--- config.mk ---
export PLATFORM = sky130hd
export DESIGN_NAME = utx_transmitter
export DESIGN_NICKNAME = d
export VERILOG_FILES = /design/src/shared/utx_pkg.sv /design/src/hdl/utx_transmitter.sv
export SDC_FILE = /design/constraint.sdc
export NUM_CORES = 1
export LEC_CHECK = 0
export BUFFER_PORTS_ARGS = -buffer_cell sky130_fd_sc_hd__buf_2
export CAP_MARGIN = 20
export CORE_UTILIZATION = 30
export DETAILED_ROUTE_END_ITERATION = 10
export PLACE_DENSITY = 0.52
export SETUP_SLACK_MARGIN = 0.3
export SLEW_MARGIN = 10
export SYNTH_ARGS = -nofsm -noshare
export SYNTH_HDL_FRONTEND = slang
export SYNTH_SLANG_ARGS = --single-unit
export TNS_END_PERCENT = 10
--- constraint.sdc ---
create_clock -name clock -period 2.49 [get_ports clock]
set_input_delay 0 -clock clock [delete_from_list [all_inputs] [get_ports clock]]
set_output_delay 0 -clock clock [all_outputs]
set_load 0.01 [all_outputs]
--- src/shared/utx_pkg.sv ---
// constants for the uart transmit data path and line format control
// assumes a single 250 MHz clock and a plain strobed register port
package utx_pkg;
    localparam logic [15:0] TRANSMIT_BYTE_ADDR       = 16'hffa1;
    localparam logic [15:0] LINE_FORMAT_CONTROL_ADDR = 16'hffa2;
    localparam logic [15:0] BAUD_DIVISOR_ADDR        = 16'hffb0;
    localparam logic [7:0]  TRANSMIT_BYTE_RESET      = 8'h00;
    localparam logic [7:0]  LINE_FORMAT_RESET        = 8'h00;
    localparam logic [15:0] BAUD_DIVISOR_RESET       = 16'h0010;
    localparam int FLOW_ENABLE_POS    = 7;
    localparam int LINE_BREAK_POS     = 6;
    localparam int FORCED_PARITY_POS  = 5;
    localparam int EVEN_PARITY_POS    = 4;
    localparam int PARITY_ENABLE_POS  = 3;
    localparam int STOP_SELECT_POS    = 2;
    localparam int WORD_LENGTH_HI_POS = 1;
    localparam int WORD_LENGTH_LO_POS = 0;
    localparam logic [3:0]  WORD_LENGTH_BASE = 4'h5;
    typedef enum logic [4:0] {
        ST_IDLE   = 5'h01,
        ST_START  = 5'h02,
        ST_DATA   = 5'h04,
        ST_PARITY = 5'h08,
        ST_STOP   = 5'h10
    } utx_state_t;
endpackage

--- src/hdl/utx_transmitter.sv ---
// uart transmit path: two-entry holding buffer, shift register, line format control
// assumes a register master that never reads and writes in one cycle
// Overview of operation
// - holding buffer keeps bytes apart from the byte being shifted
// - every byte written while fewer than two are held goes to the shifter, and onto the serial pin unless break is set
// - dma, not the processor, writes transmit bytes in normal operation
// - eight-bit write-only transmit byte location, reset value zero
// - line format register selects word length, stop bits, parity
// - format bits: flow, break, forced parity, even, enable, stop, length
// - stop select cleared gives one stop bit for all lengths
module utx_transmitter (
    input  wire logic        clock,
    input  wire logic        sys_rst,
    input  wire logic [15:0] regAddr,
    input  wire logic [7:0]  regWrData,
    input  wire logic        regWrite,
    input  wire logic        regRead,
    output logic      [7:0]  regRdData,
    output logic             txReady,
    output logic             serialOutPin,
    output logic             flowEnableBit
);
    logic [7:0]  formatReg, formatNext;
    logic [15:0] divReg, divNext;
    logic [7:0]  rdReg, rdNext;
    logic [7:0]  bufReg [2];
    logic [7:0]  bufNext [2];
    logic [1:0]  cntReg, cntNext;
    logic        rdPtrReg, rdPtrNext, wrPtrReg, wrPtrNext;
    logic        readyReg, readyNext;
    utx_pkg::utx_state_t stReg, stNext;
    logic [7:0]  shiftReg, shiftNext;
    logic [2:0]  bitReg, bitNext;
    logic [15:0] baudReg, baudNext;
    logic        halfReg, halfNext;
    logic        parReg, parNext;
    logic        outReg, outNext;
    logic        tick, bufPush, bufPop;
    logic [3:0]  wordLen;
    logic        twoStop;
    assign tick    = (baudReg == 16'h0000);
    assign wordLen = utx_pkg::WORD_LENGTH_BASE + {2'h0, formatReg[1:0]};
    assign twoStop = formatReg[utx_pkg::STOP_SELECT_POS];
    assign bufPush = regWrite && (regAddr == utx_pkg::TRANSMIT_BYTE_ADDR) && (cntReg != 2'h2);
    assign bufPop  = (stReg == utx_pkg::ST_IDLE) && (cntReg != 2'h0);
    always_comb begin
        formatNext = formatReg;
        divNext    = divReg;
        rdNext     = 8'h00;
        if (regWrite && regAddr == utx_pkg::LINE_FORMAT_CONTROL_ADDR) begin
            formatNext = regWrData;
        end
        if (regWrite && regAddr == utx_pkg::BAUD_DIVISOR_ADDR) begin
            divNext = {8'h00, regWrData};
        end
        if (regRead && regAddr == utx_pkg::LINE_FORMAT_CONTROL_ADDR) begin
            rdNext = formatReg;
        end else if (regRead && regAddr == utx_pkg::BAUD_DIVISOR_ADDR) begin
            rdNext = divReg[7:0];
        end
    end
    always_comb begin
        bufNext[0] = bufReg[0];
        bufNext[1] = bufReg[1];
        wrPtrNext  = wrPtrReg;
        rdPtrNext  = rdPtrReg;
        cntNext    = cntReg;
        if (bufPush) begin
            bufNext[wrPtrReg] = regWrData;
            wrPtrNext = ~wrPtrReg;
        end
        if (bufPop) begin
            rdPtrNext = ~rdPtrReg;
        end
        cntNext   = cntReg + (bufPush ? 2'h1 : 2'h0) - (bufPop ? 2'h1 : 2'h0);
        readyNext = (cntNext != 2'h2);
    end
    always_comb begin
        stNext    = stReg;
        shiftNext = shiftReg;
        bitNext   = bitReg;
        baudNext  = tick ? divReg : baudReg - 16'h0001;
        halfNext  = halfReg;
        parNext   = parReg;
        outNext   = outReg;
        unique case (stReg)
            utx_pkg::ST_IDLE: begin
                outNext = 1'b1;
                if (bufPop) begin
                    shiftNext = bufReg[rdPtrReg];
                    parNext   = 1'b0;
                    bitNext   = 3'h0;
                    baudNext  = divReg;
                    outNext   = 1'b0;
                    stNext    = utx_pkg::ST_START;
                end
            end
            utx_pkg::ST_START: begin
                if (tick) begin
                    outNext = shiftReg[0];
                    parNext = shiftReg[0];
                    stNext  = utx_pkg::ST_DATA;
                end
            end
            utx_pkg::ST_DATA: begin
                if (tick) begin
                    shiftNext = {1'b0, shiftReg[7:1]};
                    if ({1'b0, bitReg} == wordLen - 4'h1) begin
                        halfNext = 1'b0;
                        if (formatReg[utx_pkg::PARITY_ENABLE_POS]) begin
                            stNext = utx_pkg::ST_PARITY;
                            if (formatReg[utx_pkg::FORCED_PARITY_POS]) begin
                                outNext = ~formatReg[utx_pkg::EVEN_PARITY_POS];
                            end else begin
                                outNext = parReg ^ ~formatReg[utx_pkg::EVEN_PARITY_POS];
                            end
                        end else begin
                            stNext  = utx_pkg::ST_STOP;
                            outNext = 1'b1;
                        end
                    end else begin
                        bitNext = bitReg + 3'h1;
                        outNext = shiftReg[1];
                        parNext = parReg ^ shiftReg[1];
                    end
                end
            end
            utx_pkg::ST_PARITY: begin
                if (tick) begin
                    outNext = 1'b1;
                    stNext  = utx_pkg::ST_STOP;
                end
            end
            utx_pkg::ST_STOP: begin
                if (tick) begin
                    if (twoStop && !halfReg) begin
                        halfNext = 1'b1;
                    end else begin
                        stNext = utx_pkg::ST_IDLE;
                    end
                end
            end
        endcase
    end
    always_ff @(posedge clock) begin
        if (sys_rst) begin
            formatReg <= utx_pkg::LINE_FORMAT_RESET;
            divReg    <= utx_pkg::BAUD_DIVISOR_RESET;
            rdReg     <= 8'h00;
            bufReg[0] <= utx_pkg::TRANSMIT_BYTE_RESET;
            bufReg[1] <= utx_pkg::TRANSMIT_BYTE_RESET;
            cntReg    <= 2'h0;
            wrPtrReg  <= 1'b0;
            rdPtrReg  <= 1'b0;
            readyReg  <= 1'b1;
            stReg     <= utx_pkg::ST_IDLE;
            shiftReg  <= 8'h00;
            bitReg    <= 3'h0;
            baudReg   <= 16'h0000;
            halfReg   <= 1'b0;
            parReg    <= 1'b0;
            outReg    <= 1'b1;
        end else begin
            formatReg <= formatNext;
            divReg    <= divNext;
            rdReg     <= rdNext;
            bufReg    <= bufNext;
            cntReg    <= cntNext;
            wrPtrReg  <= wrPtrNext;
            rdPtrReg  <= rdPtrNext;
            readyReg  <= readyNext;
            stReg     <= stNext;
            shiftReg  <= shiftNext;
            bitReg    <= bitNext;
            baudReg   <= baudNext;
            halfReg   <= halfNext;
            parReg    <= parNext;
            outReg    <= outNext;
        end
    end
    // break forces the line low without disturbing the shifter
    logic pinReg;
    always_ff @(posedge clock) begin
        if (sys_rst) begin
            pinReg <= 1'b1;
        end else begin
            pinReg <= outNext & ~formatNext[utx_pkg::LINE_BREAK_POS];
        end
    end
    assign serialOutPin  = pinReg;
    assign regRdData     = rdReg;
    assign txReady       = readyReg;
    assign flowEnableBit = formatReg[utx_pkg::FLOW_ENABLE_POS];
endmodule

==> qor.csv, run 1 <==
stage,metric,value,unit
yosys,sequential area share after synthesis,42.5,%
floorplan,Die Ht,115,um
sta,Fin. Hold Viols,0,
route,DRT Wirelength,9170,um
floorplan,Chip Width,115,um
sta,Fmax,463,MHz
yosys,Most used DFF post-synth,dfxtp_1,
route,antenna-violating nets left,0,
worst_setup_path,FF-to-FF setup slack,0.33,ns
sta,Tcrit/Tclk final,86.7,%
placed_design,gpl congestion,0.770,
flow_run,maxcap violations,0,
min_path,Hold Path Cell Cnt,2,
sta,post-route setup TNS,0,ns
grt,initial antenna violation count,0,
worst_setup_path,Setup crit end kind,flop,
clocking,"Clk Latency, worst-skew pair",0.33,ns
clocking,CTS buffer count,9,
worst_setup_path,CP required,2.70,ns
yosys,Post-synth ARST share,0,%
outcome,status,finished clean,
power,leakage power,1.67,nW
min_path,HP Class,in2reg,
min_path,worst hold start,sys_rst,
grt,vias in the first global route,2936,
worst_setup_path,Worst Path Arrival,2.37,ns
clocking,htree depth,3,
placed_design,dpl ws,0.346,ns
layout,antenna cell count,0,
yosys,post-synth net total,459,
yosys,Ys Warns,0,
yosys,Syn Inst Count,427,
worst_setup_path,Crit. Startpoint,stReg[3],
grt,grt ovf,0,
yosys,synth top area cells,"dfxtp_1, mux2i_1, nor2_1",
layout,share of cells above drive strength 1,18.7,%
route,WL/cell,14.2,um
sta,final setup margin,0.332,ns
sta,Max Slew Vio Count,0,
clocking,CTS tree,yes,
worst_setup_path,Buf/Inv on CP,1,
layout,final net count,505,
route,Residual DRC,0,
grt,first-pass GRT wire length,14800,um
route,Initial DRT Pass Iterations,5,
layout,fillers,1281,
worst_setup_path,crit-path most repeated cell,ha_1,
yosys,Post-synth EDFFs,0,
placed_design,hpwl dp,6550,um
sta,final worst path period need,2.16,ns
worst_setup_path,"CP delay by family, top",simple AND/OR/NAND/NOR gates,
floorplan,Initial Util,31.2,%
sta,RSZ-0062 raised after global routing,true,
floorplan,die area,13200,um^2
layout,"commonest non-fill, non-tap cell in the layout",dfxtp_1,
power,maximum VDD drop,0.000480,V
floorplan,num rows,40,
layout,"commonest cells after routing, fill and taps aside","dfxtp_1, nor2_1, nand2_1",
worst_setup_path,cells along the critical path,or3_4 > nor3_4 > ha_1 > inv_1 > ha_1 > xor2_1 > xnor2_1 > or3_1,
yosys,Yosys reg bits,81,
min_path,Hold EP,cntReg[1],
worst_setup_path,R2R Path End,txReady,
worst_setup_path,Worst R2R Start,stReg[3],
yosys,Netlist Area Pre-Place,3810,um^2
worst_setup_path,max incr delay on CP,0.45,ns
yosys,post-synth top area share,42.5,%
sta,Slew HR,50.5,%
layout,Layout area overhead,19.5,%
clocking,Root Driver,clkbuf_16,
yosys,syn avg cell area,8.93,um^2
yosys,Yosys top cell by area,dfxtp_1,
clocking,post-CTS setup buffers,0,
clocking,clock slew at reported path FFs,0.06,ns
grt,largest net degree at the start of global routing,55,
worst_setup_path,CP max FO,11,
worst_setup_path,worst reg2reg path depth,8,
yosys,Yosys cell types,61,
placed_design,input/output buffers,38,
floorplan,core area,12200,um^2
worst_setup_path,Crit-path slowest cell,or3_4,
sta,worst-margin pin slew,0.740,ns
sta,number of setup violations in the final report,0,
route,DR iter-0 viols,126,
route,DR vias/cell,4.89,
floorplan,I/O pin total,39,
sta,Layout Skew,0.00666,ns
clocking,Max Root-Sink Buffers,2,
worst_setup_path,Crit Path Category,reg2reg,
route,Vias,3152,
worst_setup_path,crit path launch type,flop,
clocking,clock sink count,81,
grt,All-Layer GR Usage,14.5,%
power,P per Cell Area,977,nW/um^2
-- kinds of logic (layout without fill, tap and decap cells) --
logic type	after synthesis	in the layout	share of synthesized area, %
AO/OA/AOI/OAI	76	76	13.9
multiplexers	33	33	8.69
adder cells (fa/ha/maj)	4	4	1.31
buffers and inverters	28	78	3.38
flip-flops	81	81	42.5
AND/OR/NAND/NOR	186	186	25.8
XOR/XNOR	19	19	4.36
-- per-stage QoR --
step                      util (%)  hold slack [ns]  instance area (um^2)  cells  total power [mW]
after CTS                     37.3           0.0255                  4550    645              4.49
after detailed placement      34.3            0.289                  4190    622              3.18
after global placement        34.3            0.287                  4190    622              3.16
final                         37.3           0.0313                  4560    645              4.46
after floorplan                  -            0.128                  3810    427              2.85
after global routing          37.3           0.0335                  4560    645              4.75
-- worst max path at each step --
stage,to,cells past startpoint
floorplan,txReady,9
global placement,txReady,8
detailed placement,txReady,8
CTS,txReady,8
global route,txReady,8
finish,txReady,8
-- cells in the mapped netlist, types with 3 or more instances --
cell type and count:
nor4_1 3, dfxtp_1 81, o211ai_1 8, nor2_1 61
clkbuf_1 13, a22oi_1 8, nor3_1 10, xor2_1 8
ha_1 4, nand3_1 9, a21oi_1 22, and4_1 4
xnor2_1 11, nor2b_1 3, or3_1 4, a31o_2 5
o21ai_0 6, nor2_2 4, inv_1 7, nand2b_1 6
nor3b_1 3, mux2i_1 32, nand2_1 47, a211oi_1 6
buf_2 4, nand4_1 6
-- state kept, by name, indices dropped and copies added, names as in the netlist --
signal,flops
formatReg,8
serialOutPin,1
parReg,1
bufReg,16
txReady,1
rdPtrReg,1
wrPtrReg,1
halfReg,1
stReg,5
cntReg,2
divReg,8
baudReg,16
bitReg,3
outReg,1
regRdData,8
shiftReg,8
-- timing repair --
| action | in CTS | in global routing |
|---|---|---|
| hold buffers | 8 | 0 |
| gates resized for setup | 0 | 1 |
| endpoints found under the hold margin | 29 | 0 |
| endpoints found under the setup margin | 0 | 13 |
-- area by class of cell --
cell class,count,area (um^2),area share [%]
Clock buffer,10,229,5.02
Clock inverter,5,57.6,1.26
Inverter,7,26.3,0.576
Multi-Input combinational cell,318,2070,45.4
Sequential cell,81,1620,35.6
Tap cell,168,210,4.61
Timing Repair Buffer,56,345,7.57
-- layer usage --
metal  wire [um]  global-route usage (%)  vias to the layer above  part of all wire [%]
li1            -                       -                     1623                     -
met1        4630                    20.0                     1477                    50
met2        4200                    22.8                       48                    46
met3         257                    2.74                        4                   2.8
met4          92                    5.11                        0                   1.0
met5           0                       0                        -                     0
-- where the power goes --
part           leakage, nW  internal [mW]  switching, mW
logic                0.882          0.657          0.864
clock network        0.131          0.769          0.518
registers            0.656           1.46          0.193
total                 1.67           2.88           1.57
No activity file was read; power rests on OpenSTA's default activity.
==> run 2: changes to the inputs <==
--- a/config.mk
+++ b/config.mk
@@ -10,7 +10,7 @@
 export CORE_UTILIZATION = 30
 export DETAILED_ROUTE_END_ITERATION = 10
 export PLACE_DENSITY = 0.52
-export SETUP_SLACK_MARGIN = 0.3
+export SETUP_SLACK_MARGIN = 0.4
 export SLEW_MARGIN = 10
 export SYNTH_ARGS = -nofsm -noshare
 export SYNTH_HDL_FRONTEND = slang
==> qor.csv, run 2 (same netlist as run 1, synthesis figures left out) <==
stage,metric,value,unit
power,switch share,35.3,%
min_path,HP Class,in2reg,
min_path,Hold Path Cell Cnt,2,
worst_setup_path,Crit Path Category,reg2reg,
layout,Layout area overhead,20.5,%
power,combinational share of power,34.7,%
placed_design,hpwl dp,6550,um
layout,"commonest cells after routing, fill and taps aside","dfxtp_1, nor2_1, nand2_1",
route,WL/cell,14.2,um
min_path,Hold EP,cntReg[1],
floorplan,Die Ht,115,um
floorplan,die area,13200,um^2
power,Seq pwr share,36.7,%
sta,RSZ-0062 raised after global routing,true,
power,Pint,2.91,mW
layout,biggest regs,"baudReg x16, bufReg x16",
sta,Max Slew Vio Count,0,
placed_design,gpl congestion,0.770,
route,DR iter-0 viols,141,
clocking,"Clk Latency, worst-skew pair",0.33,ns
min_path,worst hold start,sys_rst,
floorplan,Initial Util,31.2,%
clocking,htree depth,3,
power,Net Sw Power,1.59,mW
worst_setup_path,R2R Path End,txReady,
clocking,Max Root-Sink Buffers,2,
layout,"commonest non-fill, non-tap cell in the layout",dfxtp_1,
worst_setup_path,CP max FO,3,
sta,Fin. Hold Viols,0,
grt,All-Layer GR Usage,14.5,%
floorplan,core area,12200,um^2
worst_setup_path,crit path launch type,flop,
sta,number of setup violations in the final report,0,
clocking,Root Driver,clkbuf_16,
grt,vias in the first global route,2941,
placed_design,input/output buffers,38,
floorplan,Chip Width,115,um
sta,final worst path period need,2.03,ns
route,Initial DRT Pass Iterations,5,
layout,antenna cell count,0,
worst_setup_path,Setup crit end kind,flop,
floorplan,num rows,40,
power,clock power share,28.6,%
sta,Fmax,492,MHz
clocking,clock sink count,81,
worst_setup_path,worst reg2reg path depth,9,
clocking,CTS buffer count,9,
floorplan,I/O pin total,39,
sta,Tcrit/Tclk final,81.6,%
grt,grt ovf,0,
route,Vias,3144,
worst_setup_path,Worst R2R Start,cntReg[0],
grt,first-pass GRT wire length,14800,um
clocking,CTS tree,yes,
power,P per Cell Area,977,nW/um^2
worst_setup_path,CP required,2.71,ns
route,antenna-violating nets left,0,
route,Residual DRC,0,
layout,share of cells above drive strength 1,20.6,%
worst_setup_path,Worst Path Arrival,2.25,ns
route,DRT Wirelength,9230,um
sta,post-route setup TNS,0,ns
layout,final net count,508,
clocking,clock slew at reported path FFs,0.06,ns
route,DR vias/cell,4.85,
grt,initial antenna violation count,0,
flow_run,maxcap violations,0,
sta,Layout Skew,0.00625,ns
grt,largest net degree at the start of global routing,55,
worst_setup_path,FF-to-FF setup slack,0.46,ns
sta,Slew HR,51.1,%
power,leakage power,1.69,nW
sta,final hold slack,0.0278,ns
outcome,status,finished clean,
sta,worst-margin pin slew,0.731,ns
power,maximum VDD drop,0.000479,V
run 2: worst max path at each step:
stage | start | endpoint | cells after the start | slack [ns]
5_1_grt | baudReg[0] | serialOutPin | 8 | 0.35
4_1_cts | stReg[2] | txReady | 8 | 0.38
6_report | cntReg[0] | txReady | 9 | 0.46
3_3_place_gp | stReg[3] | txReady | 8 | 0.37
3_5_place_dp | stReg[3] | txReady | 8 | 0.35
2_1_floorplan | stReg[2] | txReady | 9 | 0.30
run 2: layout make-up:
class	count	area (um^2)
Sequential cell	81	1630
Clock inverter	5	57.6
Fill cell	1282	7610
Clock buffer	10	229
Timing Repair Buffer	59	368
Inverter	7	26.3
Tap cell	168	210
Multi-Input combinational cell	318	2080
run 2: timing repair:
| item | in CTS | in global routing |
|---|---|---|
| setup buffers | 0 | 3 |
| gates resized for setup | 3 | 7 |
| endpoints found under the hold margin | 29 | 0 |
| hold buffers | 8 | 0 |
| pin swaps | 0 | 3 |
| setup endpoints to repair | 3 | 11 |
run 2: power groups by stage:
| stage | sequential (mW) | clock [mW] | combinational [mW] |
|---|---|---|---|
| 4_1_cts | 1.65 | 1.32 | 1.53 |
| 3_5_place_dp | 1.68 | 0 | 1.50 |
| 6_report | 1.65 | 1.28 | 1.56 |
| 5_1_grt | 1.68 | 1.38 | 1.73 |
| 3_3_place_gp | 1.67 | 0 | 1.48 |
| 2_1_floorplan | 1.62 | 0 | 1.24 |
run 2: metal layers:
layer | wire length, um | share of wire, % | track usage [%] | up-vias
met5 | 0 | 0 | 0 | -
met4 | 121 | 1.3 | 5.11 | 0
met3 | 234 | 2.5 | 2.74 | 7
met2 | 4200 | 46 | 22.7 | 42
met1 | 4670 | 51 | 20.0 | 1467
li1 | - | - | - | 1628
run 2: per-stage QoR:
stage	setup slack, ns	std cells	utilization (%)	total power, mW	area (um^2)
after detailed placement	0.346	622	34.3	3.18	4190
after CTS	0.378	645	37.4	4.50	4560
after global routing	0.354	648	37.7	4.79	4600
after global placement	0.368	622	34.3	3.16	4190
after floorplan	0.298	427	-	2.85	3810
final	0.459	648	37.7	4.49	4600
run 2: worst max-delay path: stages (launching register included):
cell,delay [ns]
dfxtp_2,0.33
nand2b_1,0.11
nand4b_1,0.11
or2_2,0.30
ha_1,0.28
inv_1,0.04
ha_1,0.17
xor2_1,0.15
xnor2_1,0.13
or3_1,0.29
